--- config.mk ---
export PLATFORM = sky130hd
export DESIGN_NAME = pack_protect_status_regs
export DESIGN_NICKNAME = d
export VERILOG_FILES = /design/src/rtl/pack_protect_pkg.sv /design/src/rtl/pack_protect_status_regs.sv /design/src/rtl/signal_sync.sv
export SDC_FILE = /design/constraint.sdc
export NUM_CORES = 1
export LEC_CHECK = 0
export ABC_CLOCK_PERIOD_IN_PS = 1950
export BUFFER_PORTS_ARGS = -buffer_cell sky130_fd_sc_hd__buf_2
export CAP_MARGIN = 20
export CORE_MARGIN = 3
export CORE_UTILIZATION = 53
export DETAILED_ROUTE_END_ITERATION = 12
export PLACE_DENSITY = 0.82
export RECOVER_POWER = 50
export SLEW_MARGIN = 10
export SYNTH_ARGS = -nofsm -noshare
export SYNTH_HDL_FRONTEND = slang
export SYNTH_HIERARCHICAL = 1
export SYNTH_SLANG_ARGS = --single-unit
export TNS_END_PERCENT = 10
--- constraint.sdc ---
create_clock -name i_clk_sys -period 1.95 [get_ports i_clk_sys]
set_input_delay 0.2925 -clock i_clk_sys [delete_from_list [all_inputs] [get_ports i_clk_sys]]
set_output_delay 0.2925 -clock i_clk_sys [all_outputs]
set_load 0.02 [all_outputs]
--- src/rtl/pack_protect_pkg.sv ---
// Purpose: Shared constants and types for the pack protection status registers
// Assumes: Two-wire serial slave, byte-wide registers at 0x00 and 0x01
// Notes: Synchroniser bit order is fixed by the IN_* indices below
package pack_protect_pkg;
   localparam logic [7:0] REG_CONFIG_STATUS = 8'h00;
   localparam logic [7:0] REG_OPERATING_FAULT_STATUS = 8'h01;
   localparam logic [7:0] READ_UNMAPPED = 8'h00;
   localparam int CFG_UPPER_BIT = 7;
   localparam int CFG_LOWER_BIT = 6;
   localparam int CFG_VARIANT_BIT = 5;
   localparam int CFG_WAKE_BIT = 4;
   localparam int OP_XOT_BIT = 5;
   localparam int OP_IOT_BIT = 4;
   localparam int OP_LDF_BIT = 3;
   localparam int OP_DSC_BIT = 2;
   localparam int OP_DOC_BIT = 1;
   localparam int OP_COC_BIT = 0;
   localparam logic [7:0] OP_LOWER_ONLY_MASK = 8'h2f;
   localparam logic [7:0] OP_RESET = 8'h00;
   localparam logic [5:0] CFG_LOW_RESET = 6'h00;
   localparam logic [6:0] DEV_ADDR_DEFAULT = 7'h50;
   localparam logic [3:0] BITS_PER_BYTE = 4'h8;
   localparam int SYNC_W = 9;
   localparam int IN_SCL = 8;
   localparam int IN_SDA = 7;
   localparam int IN_WAKE = 6;
   localparam int IN_XOT = 5;
   localparam int IN_IOT = 4;
   localparam int IN_HEAVY = 3;
   localparam int IN_DSC = 2;
   localparam int IN_DOC = 1;
   localparam int IN_COC = 0;
   localparam logic [1:0] BYTE_ADDR = 2'h0;
   localparam logic [1:0] BYTE_PTR = 2'h1;
   localparam logic [1:0] BYTE_DATA = 2'h2;
   typedef enum logic [2:0] {
      ST_IDLE = 3'b000,
      ST_RECV = 3'b001,
      ST_ACK = 3'b010,
      ST_SEND = 3'b011,
      ST_MACK = 3'b100
   } link_state_t;
endpackage

--- src/rtl/pack_protect_status_regs.sv ---
// Purpose: Status registers of the pack protection front end behind a two-wire slave
// Assumes: Host clock pin sampled by i_clk_sys; control bits come from same-clock logic
// Notes: Register pointer auto-increments on reads; register writes are acked, ignored
// Operation
// - Bit 7 config shows upper cascade, fixed
// - Bit 6 config shows lower cascade, fixed
// - Wake status bit driven by hardware only
// - Wake bit follows pin, polarity selects inversion
// - External overtemp sticky, cleared by read after
// - Internal overtemp sticky, cleared by read after
// - Load fail sets on discharge short or discharge overcurrent with heavy load
// - Load fail clears on read once light
// - Discharge short sticky, read clears when gone
// - Discharge overcurrent sticky, read clears when gone
// - Charge overcurrent sticky, read clears when gone
// - Fault flags clear on read; others track
// - Upper device reads lower-only bits as zero
// - Load fail detection only while monitor enabled
`timescale 1ns/10ps
module pack_protect_status_regs import pack_protect_pkg::*; #(
   parameter bit IS_UPPER = 1'b0,
   parameter logic [6:0] DEV_ADDR = DEV_ADDR_DEFAULT
) (
   input wire logic i_clk_sys,
   input wire logic i_rst_n,
   input wire logic i_scl,
   input wire logic i_sda,
   output logic o_sda_out,
   output logic o_sda_oe,
   input wire logic i_wake_pin_above,
   input wire logic i_wake_polarity_select,
   input wire logic i_load_monitor_enable,
   input wire logic i_load_heavy,
   input wire logic i_external_overtemp,
   input wire logic i_internal_overtemp,
   input wire logic i_discharge_short,
   input wire logic i_discharge_overcurrent,
   input wire logic i_charge_overcurrent,
   output logic [7:0] o_config_status,
   output logic [7:0] o_operating_fault_status
);
   typedef struct packed {
      link_state_t st;
      logic [3:0] cnt;
      logic [7:0] sh;
      logic [1:0] byte_idx;
      logic rw;
      logic [7:0] ptr;
      logic scl_prev;
      logic sda_prev;
      logic sda_oe;
      logic sda_out;
      logic [7:0] cfg;
      logic [7:0] flags;
   } status_state_t;

   status_state_t s_reg;
   status_state_t s_next;
   logic [SYNC_W-1:0] sy;
   logic rd_clr;
   logic do_load;
   logic scl_rise;
   logic scl_fall;
   logic start_seen;
   logic stop_seen;
   logic [7:0] cond;
   logic [7:0] hold;
   logic [7:0] valid;
   logic [7:0] rd_byte;

   signal_sync u_sync (
      .i_clk_sys(i_clk_sys),
      .i_rst_n(i_rst_n),
      .i_async({i_scl, i_sda, i_wake_pin_above, i_external_overtemp, i_internal_overtemp,
                i_load_heavy, i_discharge_short, i_discharge_overcurrent,
                i_charge_overcurrent}),
      .o_sync(sy)
   );

   function automatic logic [7:0] read_byte(input logic [7:0] ptr, input logic [7:0] cfg,
                                            input logic [7:0] flags);
      case (ptr)
         REG_CONFIG_STATUS: read_byte = cfg;
         REG_OPERATING_FAULT_STATUS: read_byte = flags;
         default: read_byte = READ_UNMAPPED;
      endcase
   endfunction

   always_comb begin
      s_next = s_reg;
      rd_clr = 1'b0;
      do_load = 1'b0;
      scl_rise = sy[IN_SCL] & ~s_reg.scl_prev;
      scl_fall = ~sy[IN_SCL] & s_reg.scl_prev;
      start_seen = sy[IN_SCL] & s_reg.scl_prev & s_reg.sda_prev & ~sy[IN_SDA];
      stop_seen = sy[IN_SCL] & s_reg.scl_prev & ~s_reg.sda_prev & sy[IN_SDA];
      rd_byte = read_byte(s_reg.ptr, s_reg.cfg, s_reg.flags);
      s_next.scl_prev = sy[IN_SCL];
      s_next.sda_prev = sy[IN_SDA];
      s_next.sda_out = 1'b0;
      if (start_seen) begin
         s_next.st = ST_RECV;
         s_next.cnt = 4'h0;
         s_next.byte_idx = BYTE_ADDR;
         s_next.sda_oe = 1'b0;
      end else if (stop_seen) begin
         s_next.st = ST_IDLE;
         s_next.sda_oe = 1'b0;
      end else begin
         case (s_reg.st)
            ST_RECV: begin
               if (scl_rise) begin
                  s_next.sh = {s_reg.sh[6:0], sy[IN_SDA]};
                  s_next.cnt = s_reg.cnt + 4'h1;
               end else if (scl_fall && s_reg.cnt == BITS_PER_BYTE) begin
                  if (s_reg.byte_idx == BYTE_ADDR && s_reg.sh[7:1] != DEV_ADDR) begin
                     s_next.st = ST_IDLE;
                  end else begin
                     s_next.st = ST_ACK;
                     s_next.sda_oe = 1'b1;
                     if (s_reg.byte_idx == BYTE_ADDR) begin
                        s_next.rw = s_reg.sh[0];
                     end
                     if (s_reg.byte_idx == BYTE_PTR) begin
                        s_next.ptr = s_reg.sh;
                     end
                     if (s_reg.byte_idx != BYTE_DATA) begin
                        s_next.byte_idx = s_reg.byte_idx + 2'h1;
                     end
                  end
               end
            end
            ST_ACK: begin
               if (scl_fall) begin
                  s_next.sda_oe = 1'b0;
                  s_next.cnt = 4'h0;
                  if (s_reg.rw && s_reg.byte_idx == BYTE_PTR) begin
                     do_load = 1'b1;
                  end else begin
                     // Status is read-only: written data is acked and dropped
                     s_next.st = ST_RECV;
                  end
               end
            end
            ST_SEND: begin
               if (scl_fall) begin
                  if (s_reg.cnt == BITS_PER_BYTE) begin
                     s_next.sda_oe = 1'b0;
                     s_next.st = ST_MACK;
                  end else begin
                     s_next.sh = {s_reg.sh[6:0], 1'b0};
                     s_next.sda_oe = ~s_reg.sh[6];
                     s_next.cnt = s_reg.cnt + 4'h1;
                  end
               end
            end
            ST_MACK: begin
               if (scl_rise && sy[IN_SDA]) begin
                  s_next.st = ST_IDLE;
               end else if (scl_fall) begin
                  do_load = 1'b1;
               end
            end
            default: begin
               s_next.st = ST_IDLE;
               s_next.sda_oe = 1'b0;
            end
         endcase
      end
      if (do_load) begin
         // Clear happens on the byte load, so data shown is the pre-clear value
         rd_clr = (s_reg.ptr == REG_OPERATING_FAULT_STATUS);
         s_next.sh = rd_byte;
         s_next.sda_oe = ~rd_byte[7];
         s_next.cnt = 4'h1;
         s_next.ptr = s_reg.ptr + 8'h01;
         s_next.st = ST_SEND;
      end
      // Only the wake bit can move; cascade bits are constants
      s_next.cfg = {IS_UPPER, ~IS_UPPER, 1'b0, 1'b0, 4'h0};
      s_next.cfg[CFG_WAKE_BIT] = ~(sy[IN_WAKE] ^ i_wake_polarity_select);
      cond = 8'h00;
      cond[OP_XOT_BIT] = sy[IN_XOT];
      cond[OP_IOT_BIT] = sy[IN_IOT];
      cond[OP_LDF_BIT] = i_load_monitor_enable & sy[IN_HEAVY] &
                         (sy[IN_DSC] | sy[IN_DOC]);
      cond[OP_DSC_BIT] = sy[IN_DSC];
      cond[OP_DOC_BIT] = sy[IN_DOC];
      cond[OP_COC_BIT] = sy[IN_COC];
      hold = cond;
      hold[OP_LDF_BIT] = i_load_monitor_enable & sy[IN_HEAVY];
      valid = IS_UPPER ? ~OP_LOWER_ONLY_MASK : 8'hff;
      // Set wins over the read clear, so no event is lost
      s_next.flags = (cond | (s_reg.flags & ~({8{rd_clr}} & ~hold))) & valid;
   end

   always_ff @(posedge i_clk_sys or negedge i_rst_n) begin
      if (!i_rst_n) begin
         s_reg <= '0;
         s_reg.st <= ST_IDLE;
         s_reg.cfg <= {IS_UPPER, ~IS_UPPER, CFG_LOW_RESET};
         s_reg.flags <= OP_RESET;
      end else begin
         s_reg <= s_next;
      end
   end

   assign o_sda_out = s_reg.sda_out;
   assign o_sda_oe = s_reg.sda_oe;
   assign o_config_status = s_reg.cfg;
   assign o_operating_fault_status = s_reg.flags;
endmodule

--- src/rtl/signal_sync.sv ---
// Purpose: Two-flop synchroniser for all pin and detector inputs
// Assumes: Inputs are levels, slower than the system clock
// Notes: First stage is read only by the second stage
`timescale 1ns/10ps
module signal_sync import pack_protect_pkg::*; (
   input wire logic i_clk_sys,
   input wire logic i_rst_n,
   input wire logic [SYNC_W-1:0] i_async,
   output logic [SYNC_W-1:0] o_sync
);
   typedef struct packed {
      logic [SYNC_W-1:0] meta_reg;
      logic [SYNC_W-1:0] sync_reg;
   } sync_state_t;
   sync_state_t s_reg;
   sync_state_t s_next;

   always_comb begin
      s_next.meta_reg = i_async;
      s_next.sync_reg = s_reg.meta_reg;
   end

   always_ff @(posedge i_clk_sys or negedge i_rst_n) begin
      if (!i_rst_n) begin
         s_reg <= '0;
      end else begin
         s_reg <= s_next;
      end
   end

   assign o_sync = s_reg.sync_reg;
endmodule

==> results of run 1 <==
-- critical path: cells and delay by family (launching register included) --
kind            cells  cell delay [ns]
compound gates      1             0.17
buf+inv             1             0.14
mux                 1             0.14
simple gates        3             1.07
flops               1             0.43
-- how the worst max path moves through the flow --
stage | from | end | cells past startpoint
floorplan | s_reg[30]$_DFFE_PN0P_ | s_reg[31]$_DFFE_PN0P_ | 7
global placement | s_reg[30]$_DFFE_PN0P_ | s_reg[34]$_DFFE_PN0P_ | 8
detailed placement | s_reg[30]$_DFFE_PN0P_ | s_reg[36]$_DFFE_PN0P_ | 8
CTS | s_reg[30]$_DFFE_PN0P_ | s_reg[36]$_DFFE_PN0P_ | 8
global route | s_reg[25]$_DFFE_PN0P_ | s_reg[32]$_DFFE_PN0P_ | 6
finish | s_reg[25]$_DFFE_PN0P_ | s_reg[38]$_DFFE_PN0P_ | 6
-- power groups by stage --
stage	logic (mW)	registers, mW	clock network, mW
detailed placement	1.76	1.54	0
floorplan	1.13	1.52	0
global route	2.21	1.58	0.757
CTS	1.90	1.53	0.710
global placement	1.71	1.53	0
finish	2.09	1.56	0.690
-- per-stage QoR --
step / worst slack [ns] / power, mW / util [%] / instance area (um^2) / setup TNS [ns]
2_1_floorplan: -0.08609 / 2.658 / - / 2912 / -0.6975
3_3_place_gp: -0.02256 / 3.235 / 62.02 / 3228 / -0.1701
3_5_place_dp: -0.1070 / 3.293 / 62.02 / 3228 / -1.453
4_1_cts: -0.03586 / 4.141 / 66.68 / 3471 / -0.2466
5_1_grt: -0.1351 / 4.545 / 67.79 / 3528 / -1.612
6_report: -0.05717 / 4.343 / 67.79 / 3528 / -0.4603
-- cell usage in the layout (no fill, tap or decap), types with 3 or more instances in the layout --
master	instances
a221o_1	7
mux2i_1	3
nand2b_1	5
a31oi_1	3
a21o_1	6
inv_1	5
clkbuf_8	5
o21ai_0	6
o22ai_1	3
dfrtp_1	54
o2bb2ai_1	4
and2_1	3
a22o_1	5
conb_1	8
xor2_1	5
nor2b_1	5
mux2_4	8
nand2_1	14
ha_1	6
buf_2	23
buf_4	37
nand3_1	8
xnor2_1	4
nor2_1	9
a21oi_1	7
inv_2	3
nor3_1	4
-- routing by layer --
| layer | wire, um | track usage, % |
|---|---|---|
| met1 | 2989 | 33.28 |
| met2 | 3381 | 36.73 |
| met3 | 545 | 3.612 |
| met4 | 192 | 9.797 |
| met5 | 0 | 0 |
-- layout make-up --
cell class	instances	share of cell area, %
tap	70	2.482
clock buffer	5	1.950
sequential	56	39.79
clock inverter	3	0.9574
inverter	8	0.8511
multi-input combinational	178	41.24
timing repair buffer	65	12.73
-- logic make-up (layout without fill, tap and decap cells) --
family                   after synthesis  in the layout  synth area share [%]
AO/OA/AOI/OAI                         64             64                 17.89
adder cells (fa/ha/maj)                8              8                 3.465
XOR/XNOR                               9              9                 2.728
other                                  2              8                0.2599
multiplexers                          14             14                 5.284
buffers and inverters                 36             81                 7.146
flip-flops                            56             56                 48.51
AND/OR/NAND/NOR                       75             75                 14.72
-- repair_timing --
action / CTS / global route
hold buffers: 1 / 0
endpoints found under the setup margin: 30 / 33
hold endpoints to repair: 56 / 0
pin swaps: 4 / 9
gates cloned: 0 / 0
resized for setup: 22 / 20
buffers inserted: 6 / 3
==> flow_metrics.env, run 1 <==
export IMPL_synth_edf_count=0
export IMPL_portBuffers=22
export IMPL_remaining_drc_errors=0
export IMPL_whs_endpoint="u_sync/s_next[5]$_DFF_PN0_"
export IMPL_r2r_slack_ns=-0.06
export IMPL_r2r_end="s_reg[38]$_DFFE_PN0P_"
export IMPL_cts_htree_levels=2
export IMPL_fin_hold_ws_ns=0.06695
export IMPL_seq_power_share_pct=35.9
export IMPL_tightest_slew_ns=1.221
export IMPL_r2r_cells=6
export IMPL_power_frac_comb_pct=48.2
export IMPL_finalCriticalPeriod_ns=2.007
export IMPL_fin_ws_ns=-0.05717
export IMPL_core_area_mm2=0.005205
export IMPL_cp_slowest_cell="or4_1"
export IMPL_internal_power_mw=2.681
export IMPL_grt_usage_pct=23.70
export IMPL_drive_gt1_share_pct=35.24
export IMPL_cts_root_buf="clkbuf_8"
export IMPL_p_leak_nw=1.591
export IMPL_hpwl_um=4482
export IMPL_wirelength_um=7108
export IMPL_min_path_cells=1
export IMPL_clkPwrFrac_pct=15.9
export IMPL_synth_most_common_cell="dfrtp_1"
export IMPL_grt_pass1_vias=2211
export IMPL_r2r_start="s_reg[25]$_DFFE_PN0P_"
export IMPL_syn_avg_cell_area_um2=10.94
export IMPL_yosys_area_top_type_share_pct=48.51
export IMPL_ys_async_sr_fraction_pct=100.0
export IMPL_ys_seq_elements=56
export IMPL_rows=26
export IMPL_vias_per_cell=6.068
export IMPL_required_ns=2.22
export IMPL_final_cells=385
export IMPL_outcome="finished with violations"
export IMPL_wl_per_cell_um=18.46
export IMPL_ys_seq_area_share_pct=48.51
export IMPL_maxCapViolations=0
export IMPL_cts_sinks=56
export IMPL_endpoint_kind="register"
export IMPL_clk_pin_slew_ns=0.11
export IMPL_slowest_delay_ns=0.60
export IMPL_drt_iter0_drc=283
export IMPL_synth_cell_types=58
export IMPL_antenna_found_initial=0
export IMPL_rsz0062_at_grt="yes"
export IMPL_numCtsBuffers=5
export IMPL_p_switching_mw=1.662
export IMPL_clockBufferDepth=2
export IMPL_seq_area_mm2=0.001404
export IMPL_firstDrtPassIters=5
export IMPL_start_util_pct=55.50
export IMPL_crit_fanout=7
export IMPL_yosys_warnings=6
export IMPL_grt_pass1_wl_um=11430
export IMPL_die_w_um=79.83
export IMPL_setup_viol_count_final=10
export IMPL_sw_frac_of_total_pct=38.27
export IMPL_synthesis_instances=264
export IMPL_dieArea_mm2=0.006373
export IMPL_ios=31
export IMPL_critical_path_class="reg -> reg"
export IMPL_hold_path_startpoint="i_external_overtemp"
export IMPL_critPathLaunchType="register"
export IMPL_power_density_mw_per_mm2=1231
export IMPL_clock_latency_ns=0.32
export IMPL_finish_net_count=335
export IMPL_gp_congestion=0.9156
export IMPL_period_share_pct=102.9
export IMPL_dp_cells=370
export IMPL_arrival_ns=2.28
export IMPL_path_cells="or4_1 > nor3_4 > and3_4 > buf_6 > a22o_1 > mux2_4"
export IMPL_clock_skew_ns=0.007118
export IMPL_hp_class="in -> reg"
export IMPL_synth_top_cell_by_area="dfrtp_1"
export IMPL_cts_tree="done"
export IMPL_largest_register_ffs=28
export IMPL_violations="setup timing"
export IMPL_vias=2336
export IMPL_fp_dieH_um=79.83
export IMPL_syn_area_mm2=0.002889
export IMPL_antenna_cells=0
export IMPL_overflow=0
export IMPL_irDropWorstVdd_mv=0.7327
export IMPL_synthTopCellsByCount="dfrtp_1 (56), buf_4 (17), nand2_1 (15)"
export IMPL_fmax_mhz=498.2
export IMPL_multiInputGateArea_mm2=0.001455
export IMPL_fillCellCount=378
export IMPL_area_delta_synth_final_pct=22.13
export IMPL_grt_max_degree=57
export IMPL_finalMaxSlewViolations=0
export IMPL_final_antenna_net_count=0
export IMPL_slew_headroom_pct=18.60
export IMPL_timing_hold_violations_final=0
export IMPL_ys_flop_type="dfrtp_1"
export IMPL_ys_top_cells_by_area="dfrtp_1 (49%), buf_4 (4.4%), mux2_2 (3.5%)"
Note: power is estimated with default switching activity, not from simulation.
==> run 2, diff against run 1 <==
--- a/config.mk
+++ b/config.mk
@@ -5,13 +5,14 @@
 export SDC_FILE = /design/constraint.sdc
 export NUM_CORES = 1
 export LEC_CHECK = 0
-export ABC_CLOCK_PERIOD_IN_PS = 1950
+export ABC_CLOCK_PERIOD_IN_PS = 2300
 export BUFFER_PORTS_ARGS = -buffer_cell sky130_fd_sc_hd__buf_2
 export CAP_MARGIN = 20
 export CORE_MARGIN = 3
-export CORE_UTILIZATION = 53
+export CORE_UTILIZATION = 55
+export CTS_BUF_LIST = sky130_fd_sc_hd__clkbuf_16
 export DETAILED_ROUTE_END_ITERATION = 12
-export PLACE_DENSITY = 0.82
+export PLACE_DENSITY = 0.81
 export RECOVER_POWER = 50
 export SLEW_MARGIN = 10
 export SYNTH_ARGS = -nofsm -noshare
==> constraint.sdc (replaced) <==
create_clock -name i_clk_sys -period 2.3 [get_ports i_clk_sys]
set_input_delay 0.345 -clock i_clk_sys [delete_from_list [all_inputs] [get_ports i_clk_sys]]
set_output_delay 0.345 -clock i_clk_sys [all_outputs]
set_load 0.02 [all_outputs]
==> flow_metrics.env, run 2 (synthesis results as in run 1) <==
export IMPL_gp_congestion=0.8850
export IMPL_setup_viol_count_final=0
export IMPL_ios=31
export IMPL_total_power_mw=3.490
export IMPL_p_leak_nw=1.451
export IMPL_arrival_ns=2.35
export IMPL_required_ns=2.47
export IMPL_multiInputGateArea_mm2=0.001315
export IMPL_firstDrtPassIters=5
export IMPL_fp_dieH_um=78.48
export IMPL_maxCapViolations=0
export IMPL_outcome="finished clean"
export IMPL_wl_per_cell_um=16.07
export IMPL_antenna_found_initial=0
export IMPL_core_area_mm2=0.004911
export IMPL_finalMaxSlewViolations=0
export IMPL_hp_class="in -> reg"
export IMPL_start_util_pct=58.83
export IMPL_grt_pass1_wl_um=10010
export IMPL_tns_ns=0
export IMPL_rows=25
export IMPL_antenna_cells=0
export IMPL_crit_fanout=8
export IMPL_layout_common_cells="dfrtp_1 (56), buf_2 (22), nand2_1 (15), nor2_1 (11), buf_4 (10)"
export IMPL_drive_gt1_share_pct=20.77
export IMPL_vias_per_cell=5.997
export IMPL_remaining_drc_errors=0
export IMPL_timing_hold_violations_final=0
export IMPL_endpoint_kind="register"
export IMPL_largest_register_ffs=28
export IMPL_die_w_um=78.48
export IMPL_grt_usage_pct=20.19
export IMPL_cts_tree="done"
export IMPL_clockBufferDepth=2
export IMPL_grt_max_degree=57
export IMPL_power_density_mw_per_mm2=1090
export IMPL_overflow=0
export IMPL_tightest_slew_ns=1.331
export IMPL_fmax_mhz=459.1
export IMPL_grt_pass1_vias=2054
export IMPL_slew_headroom_pct=11.29
export IMPL_clk_pin_slew_ns=0.08
export IMPL_final_common_cell="dfrtp_1"
export IMPL_dieArea_mm2=0.006158
export IMPL_finalCriticalPeriod_ns=2.178
export IMPL_finish_net_count=304
export IMPL_cts_htree_levels=2
export IMPL_drt_iter0_drc=162
export IMPL_critPathLaunchType="register"
export IMPL_cp_slowest_cell="dfrtp_1"
export IMPL_cts_hold_buffers=0
export IMPL_vias=2105
export IMPL_path_cells="inv_1 > ha_2 > nand4b_4 > a211oi_4 > a21oi_2 > a311oi_4 > buf_6 > mux2_2"
export IMPL_placed_area_mm2=0.003019
export IMPL_portBuffers=22
export IMPL_critical_path_class="reg -> reg"
export IMPL_period_share_pct=94.70
export IMPL_irDropWorstVdd_mv=0.5757
export IMPL_rsz0062_at_grt="no"
export IMPL_seq_area_mm2=0.001401
export IMPL_fin_area_mm2=0.003203
export IMPL_clock_latency_ns=0.29
export IMPL_hpwl_um=3972
export IMPL_final_antenna_net_count=0
export IMPL_wirelength_um=5641
export IMPL_clock_skew_ns=0.008817
export IMPL_fillCellCount=371
export IMPL_area_delta_synth_final_pct=10.87
export IMPL_numCtsBuffers=5
export IMPL_cts_root_buf="clkbuf_16"
export IMPL_slowest_delay_ns=0.38
export IMPL_cts_sinks=56
[run 2: changes by cell type in the layout (fill, tap and decap cells not counted), sizes merged]
cell / before / now
buf: 63 / 33
dlygate4sd3: 1 / 0
bufinv: 0 / 1
clkinv: 2 / 1
[run 2: cell type report]
class / count / area share, %
inverters: 8 / 0.9375
well taps: 67 / 2.617
clock buffers: 5 / 3.906
clock inverters: 3 / 1.445
repair buffers: 34 / 6.289
flip-flops and latches: 56 / 43.75
multi-input cells: 178 / 41.05
[run 2: worst paths after layout]
path	end	slack, ns	startpoint	depth (start not counted)
worst max-delay path	s_reg[36]$_DFFE_PN0P_	0.12	s_reg[30]$_DFFE_PN0P_	8
worst min-delay path	u_sync/s_next[0]$_DFF_PN0_	0.16	i_charge_overcurrent	1
worst max register to register	s_reg[36]$_DFFE_PN0P_	0.12	s_reg[30]$_DFFE_PN0P_	8
worst min register to register	u_sync/o_sync[6]$_DFF_PN0_	0.35	u_sync/s_next[6]$_DFF_PN0_	0
max in group asynchronous	s_reg[40]$_DFFE_PN0P_	1.07	i_rst_n	2
min in group asynchronous	o_sda_oe$_DFFE_PN0P_	0.42	i_rst_n	2
[run 2: per-layer routing]
layer | vias to the layer above | global-route usage (%) | wire length [um]
li1 | 982 | - | -
met1 | 1033 | 28.79 | 2601
met2 | 81 | 31.85 | 2637
met3 | 9 | 3.670 | 330
met4 | 0 | 5.420 | 72
met5 | - | 0 | 0
[run 2: report_power, final]
part / switching (mW) / leakage, nW / total (mW) / internal [mW]
combinational: 0.619 / 0.687 / 1.23 / 0.616
sequential: 0.231 / 0.679 / 1.38 / 1.15
clock: 0.359 / 0.0857 / 0.879 / 0.520
total: 1.21 / 1.45 / 3.49 / 2.28
[run 2: critical path, delay by kind of cell, from the launching register on]
family / cells / cell delay, ns
buffers and inverters: 2 / 0.28
adder cells (fa/ha/maj): 1 / 0.24
flip-flops: 1 / 0.38
multiplexers: 1 / 0.34
AND/OR/NAND/NOR: 1 / 0.14
AO/OA/AOI/OAI: 3 / 0.67
[run 2: timing repair]
item | in CTS | in global routing
setup buffers | 0 | 0
resized for setup | 0 | 3
setup endpoints to repair | 0 | 8
[run 2: metrics by stage]
stage | util (%) | cells | worst slack (ns) | hold slack, ns
detailed placement | 61.48 | 343 | 0.1160 | 0.3347
global route | 65.22 | 351 | 0.02331 | 0.1498
finish | 65.22 | 351 | 0.1218 | 0.1590
CTS | 64.97 | 351 | 0.07801 | 0.1544
floorplan | - | 270 | 0.2075 | 0.04941
global placement | 61.48 | 343 | 0.1902 | 0.3320
==> run 3, diff against run 2 <==
--- a/config.mk
+++ b/config.mk
@@ -8,11 +8,13 @@
 export ABC_CLOCK_PERIOD_IN_PS = 2300
 export BUFFER_PORTS_ARGS = -buffer_cell sky130_fd_sc_hd__buf_2
 export CAP_MARGIN = 20
+export CELL_PAD_IN_SITES_DETAIL_PLACEMENT = 1
+export CELL_PAD_IN_SITES_GLOBAL_PLACEMENT = 1
 export CORE_MARGIN = 3
-export CORE_UTILIZATION = 55
+export CORE_UTILIZATION = 46
 export CTS_BUF_LIST = sky130_fd_sc_hd__clkbuf_16
 export DETAILED_ROUTE_END_ITERATION = 12
-export PLACE_DENSITY = 0.81
+export PLACE_DENSITY = 0.85
 export RECOVER_POWER = 50
 export SLEW_MARGIN = 10
 export SYNTH_ARGS = -nofsm -noshare
==> constraint.sdc (replaced) <==
create_clock -name i_clk_sys -period 2.3 [get_ports i_clk_sys]
set_input_delay 0.23 -clock i_clk_sys [delete_from_list [all_inputs] [get_ports i_clk_sys]]
set_output_delay 0.23 -clock i_clk_sys [all_outputs]
set_load 0.02 [all_outputs]
==> flow_metrics.env, run 3 (synthesis results as in run 1) <==
export IMPL_cts_htree_levels=2
export IMPL_grt_usage_pct=20.85
export IMPL_grt_pass1_vias=2352
export IMPL_remaining_drc_errors=0
export IMPL_startpoint="s_reg[45]$_DFFE_PN0P_"
export IMPL_vias_per_cell=5.972
export IMPL_min_path_cells=1
export IMPL_wl_per_cell_um=19.73
export IMPL_cts_tree="done"
export IMPL_power_density_mw_per_mm2=1090
export IMPL_fmax_mhz=459.5
export IMPL_slowest_delay_ns=0.50
export IMPL_period_share_pct=94.63
export IMPL_r2r_slack_ns=0.12
export IMPL_dp_cells=353
export IMPL_gp_congestion=0.9040
export IMPL_finish_net_count=306
export IMPL_finalCriticalPeriod_ns=2.177
export IMPL_antenna_cells=0
export IMPL_hp_class="in -> reg"
export IMPL_setup_viol_count_final=0
export IMPL_clock_skew_ns=0.01035
export IMPL_clkPwrFrac_pct=22.7
export IMPL_hpwl_um=5150
export IMPL_outcome="finished with violations"
export IMPL_layout_common_cells="dfrtp_1 (56), buf_2 (21), nand2_1 (15), buf_4 (12), nor2_1 (11)"
export IMPL_vias=2156
export IMPL_r2r_cells=6
export IMPL_largest_register_ffs=28
export IMPL_fin_ws_ns=0.1235
export IMPL_power_frac_comb_pct=38.9
export IMPL_ios=31
export IMPL_slew_headroom_pct=-23.36
export IMPL_drive_gt1_share_pct=21.68
export IMPL_p_leak_nw=1.432
export IMPL_seq_power_share_pct=38.3
export IMPL_irDropWorstVdd_mv=0.5939
export IMPL_p_switching_mw=1.312
export IMPL_critical_path_class="reg -> reg"
export IMPL_area_delta_synth_final_pct=11.17
export IMPL_crit_path_end="s_reg[33]$_DFFE_PN0P_"
export IMPL_numCtsBuffers=5
export IMPL_start_util_pct=48.22
export IMPL_r2r_end="s_reg[33]$_DFFE_PN0P_"
export IMPL_rsz0062_at_grt="no"
export IMPL_antenna_found_initial=0
export IMPL_clock_latency_ns=0.30
export IMPL_cp_slowest_cell="dfrtp_1"
export IMPL_final_cells=361
export IMPL_tightest_slew_ns=1.850
export IMPL_final_antenna_net_count=0
export IMPL_endpoint_kind="register"
export IMPL_final_common_cell="dfrtp_1"
export IMPL_rows=28
export IMPL_finalMaxSlewViolations=37
export IMPL_sw_frac_of_total_pct=37.48
export IMPL_fp_dieH_um=85.25
export IMPL_dp_slack_ns=0.04492
export IMPL_arrival_ns=2.36
export IMPL_clockBufferDepth=2
export IMPL_violations="capacitance limit, slew limit"
export IMPL_crit_fanout=8
export IMPL_die_w_um=85.25
export IMPL_cts_root_buf="clkbuf_16"
export IMPL_required_ns=2.48
export IMPL_postCtsSetupBuffers=0
export IMPL_timing_hold_violations_final=0
export IMPL_portBuffers=22
export IMPL_path_cells="nand4b_2 > a211oi_4 > a21oi_2 > a311oi_4 > buf_6 > mux2_2"
export IMPL_clk_pin_slew_ns=0.08
export IMPL_drt_iter0_drc=136
export IMPL_internal_power_mw=2.188
export IMPL_grt_max_degree=37
export IMPL_critPathLaunchType="register"
export IMPL_r2r_start="s_reg[45]$_DFFE_PN0P_"
export IMPL_cts_sinks=56
export IMPL_tns_ns=0
export IMPL_overflow=0
export IMPL_dieArea_mm2=0.007268
export IMPL_core_area_mm2=0.005991
export IMPL_maxCapViolations=1
export IMPL_grt_pass1_wl_um=11870
export IMPL_firstDrtPassIters=4
export IMPL_wirelength_um=7123
run 3: changes by cell type in the layout (fill, tap and decap cells not counted), sizes merged:
cell,change
clkinvlp,+2
buf,+1
bufinv,-1
clkbuf,+1
clkinv,-1
run 3: timing repair:
item / in CTS / in global routing
resized for setup: 0 / 6
endpoints found under the setup margin: 0 / 11
hold buffers: 0 / 0
run 3: power by group through the flow:
| stage | clock, mW | sequential (mW) | combinational, mW |
|---|---|---|---|
| global route | 0.849 | 1.36 | 1.49 |
| detailed placement | 0 | 1.36 | 1.32 |
| global placement | 0 | 1.34 | 1.26 |
| CTS | 0.806 | 1.34 | 1.35 |
| floorplan | 0 | 1.29 | 0.963 |
| finish | 0.795 | 1.34 | 1.36 |
run 3: critical path, delay by kind of cell (launching register included):
family / cells / cell delay [ns]
compound gates: 3 / 0.71
flops: 1 / 0.50
mux: 1 / 0.34
buf+inv: 1 / 0.18
simple gates: 1 / 0.33
run 3: final cells by class:
type	count	area (um^2)
Clock buffer	5	125.1
Clock inverter	3	26.28
Fill cell	644	2779
Inverter	8	30.03
Multi-Input combinational cell	178	1321
Sequential cell	56	1401
Tap cell	75	93.84
Timing Repair Buffer	36	214.0
run 3: worst min path at each step:
| stage | startpoint | to |
|---|---|---|
| after floorplan | i_rst_n | o_config_status[4]$_DFF_PN0_ |
| after global placement | u_sync/s_next[6]$_DFF_PN0_ | u_sync/o_sync[6]$_DFF_PN0_ |
| after detailed placement | u_sync/s_next[4]$_DFF_PN0_ | u_sync/o_sync[4]$_DFF_PN0_ |
| after CTS | i_rst_n | s_reg[38]$_DFFE_PN0P_ |
| after global routing | i_discharge_short | u_sync/s_next[2]$_DFF_PN0_ |
| final | i_discharge_short | u_sync/s_next[2]$_DFF_PN0_ |
run 3: per-layer routing:
metal  wire (um)  vias up  GRT usage, %
met4         123        0         7.626
li1            -      971             -
met5           0        -             0
met3         340       10         4.660
met1        3027     1119         25.58
met2        3631       56         35.88
run 3: per-stage QoR:
stage | hold slack, ns | power, mW | cell area [um^2] | util (%)
floorplan | -0.06559 | 2.256 | 2912 | -
global placement | 0.3317 | 2.602 | 3044 | 50.81
detailed placement | 0.3387 | 2.676 | 3044 | 50.81
CTS | 0.03075 | 3.495 | 3196 | 53.34
global route | 0.02498 | 3.707 | 3212 | 53.61
finish | 0.03239 | 3.500 | 3212 | 53.61
